File: src/wwd_regs.vh
`ifndef WWD_REGS_VH
`define WWD_REGS_VH
`define WWD_OFF_RELOAD_KEY 12'h000
`define WWD_OFF_CONTROL 12'h004
`define WWD_OFF_FLAGS 12'h008
`define WWD_OFF_COUNTER 12'h00C
`define WWD_RELOAD_KEY 32'h00005AA5
`define WWD_COUNT_TOP 6'h3F
`define WWD_CONTROL_RESET 32'h003F0800
`define WWD_CTL_DEBUG_RUN 31
`define WWD_CTL_CMP_HI 21
`define WWD_CTL_CMP_LO 16
`define WWD_CTL_PSEL_HI 11
`define WWD_CTL_PSEL_LO 8
`define WWD_CTL_IRQ_EN 1
`define WWD_CTL_ENABLE 0
`define WWD_FLG_RESET 1
`define WWD_FLG_MATCH 0
`define WWD_SYS_DIV 2048
`define WWD_SYNC_CLOCKS 3
`endif

File: src/wwd_window_watchdog.v
// Functional notes
// - Key 0x00005AA5 reloads counter to 0x3F
// - Reload honoured only when count <= compare
// - Key written above compare requests chip reset
// - Control register accepts one write per reset
// - Bit 31 selects counting during debug
// - Prescale select picks divide 1 to 2048
// - Bit 1 enables compare interrupt
// - Bit 0 enables the watchdog counter
// - Reset flag sticky, survives reset, write-one-clears
// - Compare flag set on match, write-one-clears
// - Counter readback shows live count, read-only
// - Counter reads 0x3F after reset
// - Control resets to 0x003F_0800
// - Once enabled counter cannot be disabled; debug halt stops it unless bit 31 set
// - Interrupt asserts on match with enable
// - Reload takes effect after three watchdog clocks
// - Watchdog clock is sysclk/SYS_DIV (2048 by default); slow osc select (bit 12) is not writable, never set
`timescale 1ns/10ps
`include "wwd_regs.vh"
module wwd_window_watchdog #(
  parameter SYS_DIV = `WWD_SYS_DIV
)(
  input wire core_clk,
  input wire rst_b,
  input wire flag_rst_b,
  input wire hsel,
  input wire [31:0] haddr,
  input wire [1:0] htrans,
  input wire hwrite,
  input wire [2:0] hsize,
  input wire hready,
  input wire [31:0] hwdata,
  output reg [31:0] hrdata,
  output wire hreadyout,
  output wire hresp,
  input wire slow_osc_clk,
  input wire debug_halt,
  output reg compare_irq,
  output reg chip_reset_req
);
  reg [31:0] window_control;
  reg control_written;
  reg dog_reset_flag;
  reg compare_match_flag;
  reg [5:0] counter_value;
  reg ph_write;
  reg [11:0] ph_addr;
  reg [10:0] sys_div_cnt;
  reg [10:0] pre_cnt;
  reg [1:0] osc_sync;
  reg osc_prev;
  reg [1:0] reload_pipe;
  reg reload_pend;
  reg [10:0] next_pre_limit;
  // System divider terminal value
  localparam integer SYS_LAST = SYS_DIV - 1;
  // Writable control bits
  localparam [31:0] CTL_WRITE_MASK = 32'h803F0F03;
  wire [5:0] window_compare;
  wire [3:0] prescale_select;
  wire window_dog_enable;
  wire compare_irq_enable;
  wire debug_run_select;
  wire [10:0] sys_last;
  wire sys_tick;
  wire osc_tick;
  wire rd_take;
  wire clr_match;
  wire clr_reset;
  wire dog_fire;
  wire cmp_hit;
  wire src_tick;
  wire run;
  wire wd_tick;
  wire pre_tc;
  wire wr_key;
  wire key_ok;
  wire wr_ctl;
  wire wr_flg;
  wire early_reload;
  wire zero_reach;

  assign hreadyout = 1'b1;
  assign hresp = 1'b0;

  // Control field decode
  assign window_compare = window_control[`WWD_CTL_CMP_HI:`WWD_CTL_CMP_LO];
  assign prescale_select = window_control[`WWD_CTL_PSEL_HI:`WWD_CTL_PSEL_LO];
  assign window_dog_enable = window_control[`WWD_CTL_ENABLE];
  assign compare_irq_enable = window_control[`WWD_CTL_IRQ_EN];
  assign debug_run_select = window_control[`WWD_CTL_DEBUG_RUN];
  assign sys_last = SYS_LAST[10:0];
  assign sys_tick = (sys_div_cnt == sys_last);
  assign osc_tick = osc_sync[1] & ~osc_prev;
  assign rd_take = hready && hsel && htrans[1] && !hwrite;

  // Address phase capture
  always @(posedge core_clk or negedge rst_b)
  begin
    if (!rst_b)
    begin
      ph_write <= 1'b0;
      ph_addr <= 12'h000;
    end
    else if (hready)
    begin
      ph_write <= hsel & htrans[1] & hwrite;
      ph_addr <= haddr[11:0];
    end
  end

  // Read data mux
  always @(posedge core_clk or negedge rst_b)
  begin
    if (!rst_b)
      hrdata <= 32'h00000000;
    else if (rd_take)
    begin
      case ({haddr[11:2], 2'b00})
        `WWD_OFF_CONTROL: hrdata <= window_control;
        `WWD_OFF_FLAGS: hrdata <= {30'h00000000, dog_reset_flag, compare_match_flag};
        `WWD_OFF_COUNTER: hrdata <= {26'h0000000, counter_value};
        `WWD_OFF_RELOAD_KEY: hrdata <= 32'h00000000;
        default: hrdata <= 32'h00000000;
      endcase
    end
  end

  assign wr_key = ph_write && (ph_addr == `WWD_OFF_RELOAD_KEY);
  assign wr_ctl = ph_write && (ph_addr == `WWD_OFF_CONTROL);
  assign wr_flg = ph_write && (ph_addr == `WWD_OFF_FLAGS);
  assign clr_match = wr_flg && hwdata[`WWD_FLG_MATCH];
  assign clr_reset = wr_flg && hwdata[`WWD_FLG_RESET];
  assign key_ok = wr_key && (hwdata == `WWD_RELOAD_KEY) && window_dog_enable;
  assign early_reload = key_ok && (counter_value > window_compare);

  always @(posedge core_clk or negedge rst_b)
  begin
    if (!rst_b)
    begin
      window_control <= `WWD_CONTROL_RESET;
      control_written <= 1'b0;
    end
    else if (wr_ctl && !control_written)
    begin
      window_control <= hwdata & CTL_WRITE_MASK;
      control_written <= 1'b1;
    end
  end

  always @(posedge core_clk or negedge rst_b)
  begin
    if (!rst_b)
      sys_div_cnt <= 11'h000;
    else
      sys_div_cnt <= sys_tick ? 11'h000 : sys_div_cnt + 11'h001;
  end

  // Slow clock two-flop sync
  always @(posedge core_clk or negedge rst_b)
  begin
    if (!rst_b)
    begin
      osc_sync <= 2'b00;
      osc_prev <= 1'b0;
    end
    else
    begin
      osc_sync <= {osc_sync[0], slow_osc_clk};
      osc_prev <= osc_sync[1];
    end
  end
  assign src_tick = window_control[`WWD_CTL_PSEL_HI + 1] ? osc_tick : sys_tick;

  always @*
  begin
    next_pre_limit = 11'h000;
    case (prescale_select)
      4'h0: next_pre_limit = 11'd0;
      4'h1: next_pre_limit = 11'd1;
      4'h2: next_pre_limit = 11'd3;
      4'h3: next_pre_limit = 11'd7;
      4'h4: next_pre_limit = 11'd15;
      4'h5: next_pre_limit = 11'd31;
      4'h6: next_pre_limit = 11'd63;
      4'h7: next_pre_limit = 11'd127;
      4'h8: next_pre_limit = 11'd191;
      4'h9: next_pre_limit = 11'd255;
      4'hA: next_pre_limit = 11'd383;
      4'hB: next_pre_limit = 11'd511;
      4'hC: next_pre_limit = 11'd767;
      4'hD: next_pre_limit = 11'd1023;
      4'hE: next_pre_limit = 11'd1535;
      default: next_pre_limit = 11'd2047;
    endcase
  end

  assign run = window_dog_enable && (debug_run_select || !debug_halt);
  assign wd_tick = run && src_tick;
  assign pre_tc = wd_tick && (pre_cnt >= next_pre_limit);

  always @(posedge core_clk or negedge rst_b)
  begin
    if (!rst_b)
      pre_cnt <= 11'h000;
    else if (pre_tc)
      pre_cnt <= 11'h000;
    else if (wd_tick)
      pre_cnt <= pre_cnt + 11'h001;
  end

  always @(posedge core_clk or negedge rst_b)
  begin
    if (!rst_b)
    begin
      reload_pend <= 1'b0;
      reload_pipe <= 2'b00;
    end
    else
    begin
      if (key_ok && !early_reload)
        reload_pend <= 1'b1;
      else if (wd_tick)
        reload_pend <= 1'b0;
      if (wd_tick)
        reload_pipe <= {reload_pipe[0], reload_pend};
    end
  end

  assign zero_reach = pre_tc && (counter_value == 6'h01) && !(reload_pipe[1] && wd_tick);
  // early key or zero fires reset
  assign dog_fire = zero_reach || early_reload;
  assign cmp_hit = window_dog_enable && (counter_value == window_compare);

  always @(posedge core_clk or negedge rst_b)
  begin
    if (!rst_b)
      counter_value <= `WWD_COUNT_TOP;
    else if (reload_pipe[1] && wd_tick)
      counter_value <= `WWD_COUNT_TOP;
    else if (pre_tc && counter_value != 6'h00)
      counter_value <= counter_value - 6'h01;
  end

  always @(posedge core_clk or negedge rst_b)
  begin
    if (!rst_b)
      chip_reset_req <= 1'b0;
    else if (dog_fire)
      chip_reset_req <= 1'b1;
  end

  always @(posedge core_clk or negedge rst_b)
  begin
    if (!rst_b)
      compare_match_flag <= 1'b0;
    else if (cmp_hit)
      compare_match_flag <= 1'b1;
    else if (clr_match)
      compare_match_flag <= 1'b0;
  end

  // sticky reset flag on own reset
  always @(posedge core_clk or negedge flag_rst_b)
  begin
    if (!flag_rst_b)
      dog_reset_flag <= 1'b0;
    else if (dog_fire)
      dog_reset_flag <= 1'b1;
    else if (clr_reset)
      dog_reset_flag <= 1'b0;
  end

  always @(posedge core_clk or negedge rst_b)
  begin
    if (!rst_b)
      compare_irq <= 1'b0;
    else
      compare_irq <= compare_irq_enable && compare_match_flag;
  end
endmodule

File: config.mk
export PLATFORM = sky130hd
export DESIGN_NAME = wwd_window_watchdog
export DESIGN_NICKNAME = d
export VERILOG_FILES = /design/src/wwd_window_watchdog.v
export VERILOG_INCLUDE_DIRS = /design/src
export SDC_FILE = /design/constraint.sdc
export NUM_CORES = 1
export LEC_CHECK = 0
export BUFFER_PORTS_ARGS = -buffer_cell sky130_fd_sc_hd__buf_2
export CORE_MARGIN = 3
export CORE_UTILIZATION = 53
export DETAILED_ROUTE_END_ITERATION = 6
export HOLD_SLACK_MARGIN = 0.1
export PLACE_DENSITY = 0.78
export REMOVE_ABC_BUFFERS = 1
export SKIP_CTS_REPAIR_TIMING = 1
export SKIP_LAST_GASP = 1
export SLEW_MARGIN = 15
export SYNTH_ARGS = -nofsm -noshare
export SYNTH_HDL_FRONTEND = slang
export SYNTH_SLANG_ARGS = --single-unit
File: constraint.sdc
create_clock -name core_clk -period 3.6 [get_ports core_clk]
set_input_delay 0.72 -clock core_clk [delete_from_list [all_inputs] [get_ports core_clk]]
set_output_delay 0.72 -clock core_clk [all_outputs]
set_load 0.02 [all_outputs]
Yosys cells after proc, flatten, opt, wreduce, memory -nomap -nowiden

Memories as Yosys holds them, arrays and structs flattened.
Index checks and enable logic that the tools add are counted.

Flip-flop bits (word level): 94
Bits in read-only memories: 176
Input bits: 77
Output and inout bits: 36
Word-level logic and storage cells: 79
Memories kept: 1

Memory list:

| name             | depth | bits a word | read ports | clocked after memory_dff | wr ports | RTL line                  | source |
|---|---|---|---|---|---|---|---|
| (name not given) | 16    | 11          | 1          | 0                        | 0        | wwd_window_watchdog.v:179 | `case (prescale_select)` |

Add/sub/neg operators: 3
Magnitude comparators: 2
Equal/unequal tests: 9
Multiplexer cells: 12
Bitwise operators: 2
Reduce and logical (&&, ||, !) cells: 36

Operator list:

| cell                                             | count |
|---|---|
| one-hot mux 32 bit (3 select lines)              | 1 |
| 2-to-1 mux 11 bit                                | 3 |
| == test 32 x 15 -> 1 bit, second input constant  | 1 |
| adder 11 x 1 -> 11 bit, second input constant    | 2 |
| logical AND 1 bit                                | 22 |
| == test 10 x 2 -> 1 bit, second input constant   | 2 |
| == test 12 x 3 -> 1 bit, second input constant   | 1 |
| == test 12 x 4 -> 1 bit, second input constant   | 1 |
| zero test 12 bit                                 | 1 |
| 2-to-1 mux 6 bit                                 | 2 |
| == test 11 bit, second input constant            | 1 |
| >= comparator 11 bit                             | 1 |
| == test 10 x 1 -> 1 bit, second input constant   | 1 |
| nonzero test 2 bit                               | 5 |
| == test 6 x 1 -> 1 bit, second input constant    | 1 |
| == test 6 bit                                    | 1 |
| greater-than comparator 6 bit                    | 1 |
| 2-to-1 mux 1 bit                                 | 6 |
| nonzero test 6 bit                               | 1 |
| subtractor 6 x 1 -> 6 bit, second input constant | 1 |
| zero test 1 bit                                  | 5 |
| bitwise AND 1 bit                                | 2 |
| logical OR 1 bit                                 | 2 |

Logic depth before layout (Yosys ltp)

Depth after elaboration: 9
Mapped depth: 12
Depth with buffers taken out: 10

Worst setup path after synthesis

OpenSTA, ideal clock, no wires.

Path type: register to register
Start: register window_control[11]
End: register pre_cnt[7]
Library setup time: 121 ps
Data arrival time: 2412 ps
Required time: 3479 ps
Setup slack: 1067 ps
Stages on the path, launching flop included: 11
Buffers on the path: 2
Period minus slack after synthesis: 2533 ps
Path through: dfstp_2 -> clkbuf_1 -> o21ai_0 -> ha_1 -> and3_1 -> nand3_1 -> o21ai_0 -> a21o_1 -> buf_2 -> o21ai_0 -> a22o_1

Longest elaborated chain between the ends: 4
Elaborated cells on any way between the ends: 5
Those cells by class: 1 x order compare; 1 x mux; 2 x reduce/logical; 1 x memory

Ends and longest elaborated chain:

| item                                                    | RTL line                  | source |
|---|---|---|
| start: declaration                                      | wwd_window_watchdog.v:42  | `reg [31:0] window_control;` |
| start signal: assignment                                | wwd_window_watchdog.v:142 | `` window_control <= `WWD_CONTROL_RESET; `` |
| start signal: assignment                                | wwd_window_watchdog.v:147 | `window_control <= hwdata & CTL_WRITE_MASK;` |
| memory (16 x 11 bit) (*)                                | --                        |  |
| >= comparator 11 bit (*)                                | wwd_window_watchdog.v:201 | `assign pre_tc = wd_tick && (pre_cnt >= next_pre_limit);` |
| logical AND 1 bit (*)                                   | wwd_window_watchdog.v:201 |  |
| 2-to-1 mux 11 bit or nonzero test 2 bit (tied branches) | --                        |  |
| end signal: assignment                                  | wwd_window_watchdog.v:210 | `pre_cnt <= pre_cnt + 11'h001;` |
| end: declaration                                        | wwd_window_watchdog.v:50  | `reg [10:0] pre_cnt;` |

Every way passes the cells marked *; elsewhere a longest branch is shown, timed or not.
A chain may end at the register's enable or synchronous reset.

Worst setup path in the final report

Start: register window_control[11]
End: register pre_cnt[5]

Same word-level chain as after synthesis.

==> results.sh <==
export IMPL_endpoint_kind="register"
export IMPL_internal_power_mw=1.36
export IMPL_grt_pass1_wl_um=15200
export IMPL_critical_path_max_fanout=16
export IMPL_slowest_stage="dfstp_2"
export IMPL_rows=31
export IMPL_numCtsBuffers=9
export IMPL_p_per_area_nw_per_um2=371
export IMPL_first_pass_iters=4
export IMPL_cp_depth=9
export IMPL_status="complete, no violations"
export IMPL_ys_seq_elements=79
export IMPL_ys_flop_type="dfrtp_1"
export IMPL_clock_skew_ns=0.0142
export IMPL_cpMostUsedCell="a21o_1"
export IMPL_clockRootBuffer="clkbuf_8"
export IMPL_cts_buffer_depth=2
export IMPL_die_y_um=94.7
export IMPL_postRouteAntennaNets=0
export IMPL_crit_type="register to register"
export IMPL_drv_cap=0
export IMPL_core_um2=7450
export IMPL_hold_path_class="input port to asynchronous set/reset pin"
export IMPL_grt_usage=0.217
export IMPL_path_clk_slew_ns=0.08
export IMPL_async_reset_ff_frac=1.00
export IMPL_vias=3189
export IMPL_crit_chain="nor2b_1, a21oi_1, ha_1, a21o_1, a221oi_1, o21ai_0, a21o_1, nor2_2, a22o_1"
export IMPL_ir_drop_uv=349
export IMPL_vias_per_cell=5.60
export IMPL_netSwitchingFraction=0.233
export IMPL_yosysUniqueCellTypes=50
export IMPL_p_seq_frac=0.517
export IMPL_hold_viol_final=0
export IMPL_start_kind="register"
export IMPL_setup_tns_final_ns=0
export IMPL_post_dp_hpwl_um=6520
export IMPL_ios=113
export IMPL_critPathTopFamily="compound AO/OA/AOI/OAI gates"
export IMPL_clock_latency_ns=0.36
export IMPL_cts_htree_levels=3
export IMPL_fin_crit_sh=0.818
export IMPL_slew_violations=0
export IMPL_drive_above_1_share=0.281
export IMPL_area_growth_pct=14.8
export IMPL_grt_overflow_total=0
export IMPL_max_slew_margin=0.373
export IMPL_max_clock_freq_ghz=0.339
export IMPL_power_frac_clock=0.422
export IMPL_postSynthAreaPerCell_um2=10.6
export IMPL_synthCells=395
export IMPL_p_sw_uw=413
export IMPL_arrival_ns=3.23
export IMPL_worstMarginPinSlew_ns=0.936
export IMPL_cp_required_ns=3.89
export IMPL_nFillCells=592
export IMPL_drc=0
export IMPL_yosys_warnings=0
export IMPL_rsz0062_at_grt="no"
export IMPL_cp_slowest_stage_delay_ns=0.67
export IMPL_fin_cells=569
export IMPL_pwr_share_comb=0.061
export IMPL_yosysSeqAreaShare=0.478
export IMPL_path_buf_inv=0
export IMPL_cts_tree="built"
export IMPL_r2r_cells=9
export IMPL_grt_pass1_vias=3242
export IMPL_fin_crit_ns=2.95
export IMPL_syn_area_um2=4170
export IMPL_avgRoutedWirePerCell_um=15.6
export IMPL_fin_nets=563
export IMPL_die_area_um2=8960
export IMPL_setup_viol=0
export IMPL_grt_max_degree=41
export IMPL_place_inst=553
export IMPL_grt_antenna_before_repair=0
export IMPL_cts_sinks=79
export IMPL_drtIter0Drc=194
export IMPL_setup_ws_ns=0.654
export IMPL_routabilityCongestion=0.809
export IMPL_start_util=0.560
export IMPL_die_x_um=94.7
export IMPL_leakagePower_nw=2.41
export IMPL_synth_edff_count=0
export IMPL_preCtsSetupSlack_ns=0.713
export IMPL_diodes=0
export IMPL_finalWirelength_um=8890
export IMPL_numPortBuffers=70
==> synth_stat cells, types with 4 or more instances <==
cell      number  area share
dfrtp_1       66        0.40
nand2_1       27       0.024
a22o_1        25       0.053
ha_1          21       0.063
nor2_1        21       0.019
mux2_2        20       0.054
buf_4         19       0.034
o21ai_0       17       0.020
nand3_1       16       0.019
inv_1         15       0.014
nor2b_1       15       0.023
dfstp_2       13       0.082
a21o_1        11       0.020
a21oi_1       11       0.013
and3_1        11       0.017
nor4_1        11       0.017
nand4_1        9       0.014
xor2_1         6       0.013
buf_2          5      0.0060
nor3_1         5      0.0060
and2_1         4      0.0060
clkbuf_1       4      0.0036
==> worst paths after layout <==
kind | endpoint | slack [ns] | startpoint
max in group asynchronous | window_control[21] | 2.34 | rst_b
min in group core_clk | reload_pipe[0] | 0.49 | reload_pipe[0]
worst min register to register | reload_pipe[0] | 0.49 | reload_pipe[0]
worst max register to register | pre_cnt[5] | 0.65 | window_control[11]
worst max-delay path | pre_cnt[5] | 0.65 | window_control[11]
worst min-delay path | dog_reset_flag | 0.14 | flag_rst_b
==> stage by stage <==
step | cell area [um2] | hold slack [ns] | power (mW) | utilization
CTS | 4780 | 0.127 | 1.79 | 0.642
detailed placement | 4550 | 0.466 | 1.04 | 0.611
floorplan | 4040 | 0.424 | 0.977 | -
global route | 4780 | 0.118 | 1.85 | 0.642
global placement | 4550 | 0.452 | 1.04 | 0.611
finish | 4780 | 0.139 | 1.77 | 0.642
==> layout make-up <==
cell class | instances | area [um2] | area share
clock inverter | 6 | 92.6 | 0.0194
inverter | 15 | 56.3 | 0.0118
clock buffer | 10 | 138 | 0.0288
multi-input combinational | 287 | 1990 | 0.417
sequential | 79 | 1990 | 0.417
timing repair buffer | 73 | 385 | 0.0806
tap | 99 | 124 | 0.0259
==> power groups by stage <==
| stage | clock network [mW] | logic (mW) | registers, mW |
|---|---|---|---|
| after floorplan | 0 | 0.0477 | 0.929 |
| after global placement | 0 | 0.107 | 0.932 |
| after detailed placement | 0 | 0.109 | 0.933 |
| after CTS | 0.762 | 0.110 | 0.916 |
| after global routing | 0.805 | 0.122 | 0.918 |
| final | 0.748 | 0.109 | 0.916 |
==> logic make-up after synthesis <==
group	share of synthesized area
AO/OA/AOI/OAI	0.134
XOR/XNOR	0.0189
adder cells (fa/ha/maj)	0.0630
buffers and inverters	0.0582
flip-flops	0.478
multiplexers	0.0588
other	0.00180
AND/OR/NAND/NOR	0.187
==> layout by cell type (no fill, tap or decap), types with 5 or more instances in the layout <==
cell / instances
dfstp_2: 13
mux2_2: 20
inv_1: 15
buf_2: 70
xor2_1: 6
a22o_1: 25
nor3_1: 5
dfrtp_1: 66
clkbuf_8: 10
a21oi_1: 11
nand4_1: 9
nor4_1: 10
and3_1: 11
a21o_1: 11
ha_1: 21
nor2_1: 21
nand2_1: 27
nand3_1: 16
nor2b_1: 15
conb_1: 17
o21ai_0: 17
==> flip-flops by register name, summed over array words and instances, names as in the netlist <==
name,count
sys_div_cnt,11
window_control,13
ph_write,1
control_written,1
compare_irq,1
compare_match_flag,1
counter_value,6
chip_reset_req,1
reload_pend,1
pre_cnt,11
dog_reset_flag,1
reload_pipe,2
ph_addr,12
hrdata,17
==> layer usage <==
metal	vias up	global-route usage	part of all wire
met5	-	0	0
met4	0	0.0625	0.013
met3	13	0.0542	0.064
met2	101	0.363	0.48
met1	1540	0.280	0.44
li1	1535	-	-
(Power assumes the default switching activity.)
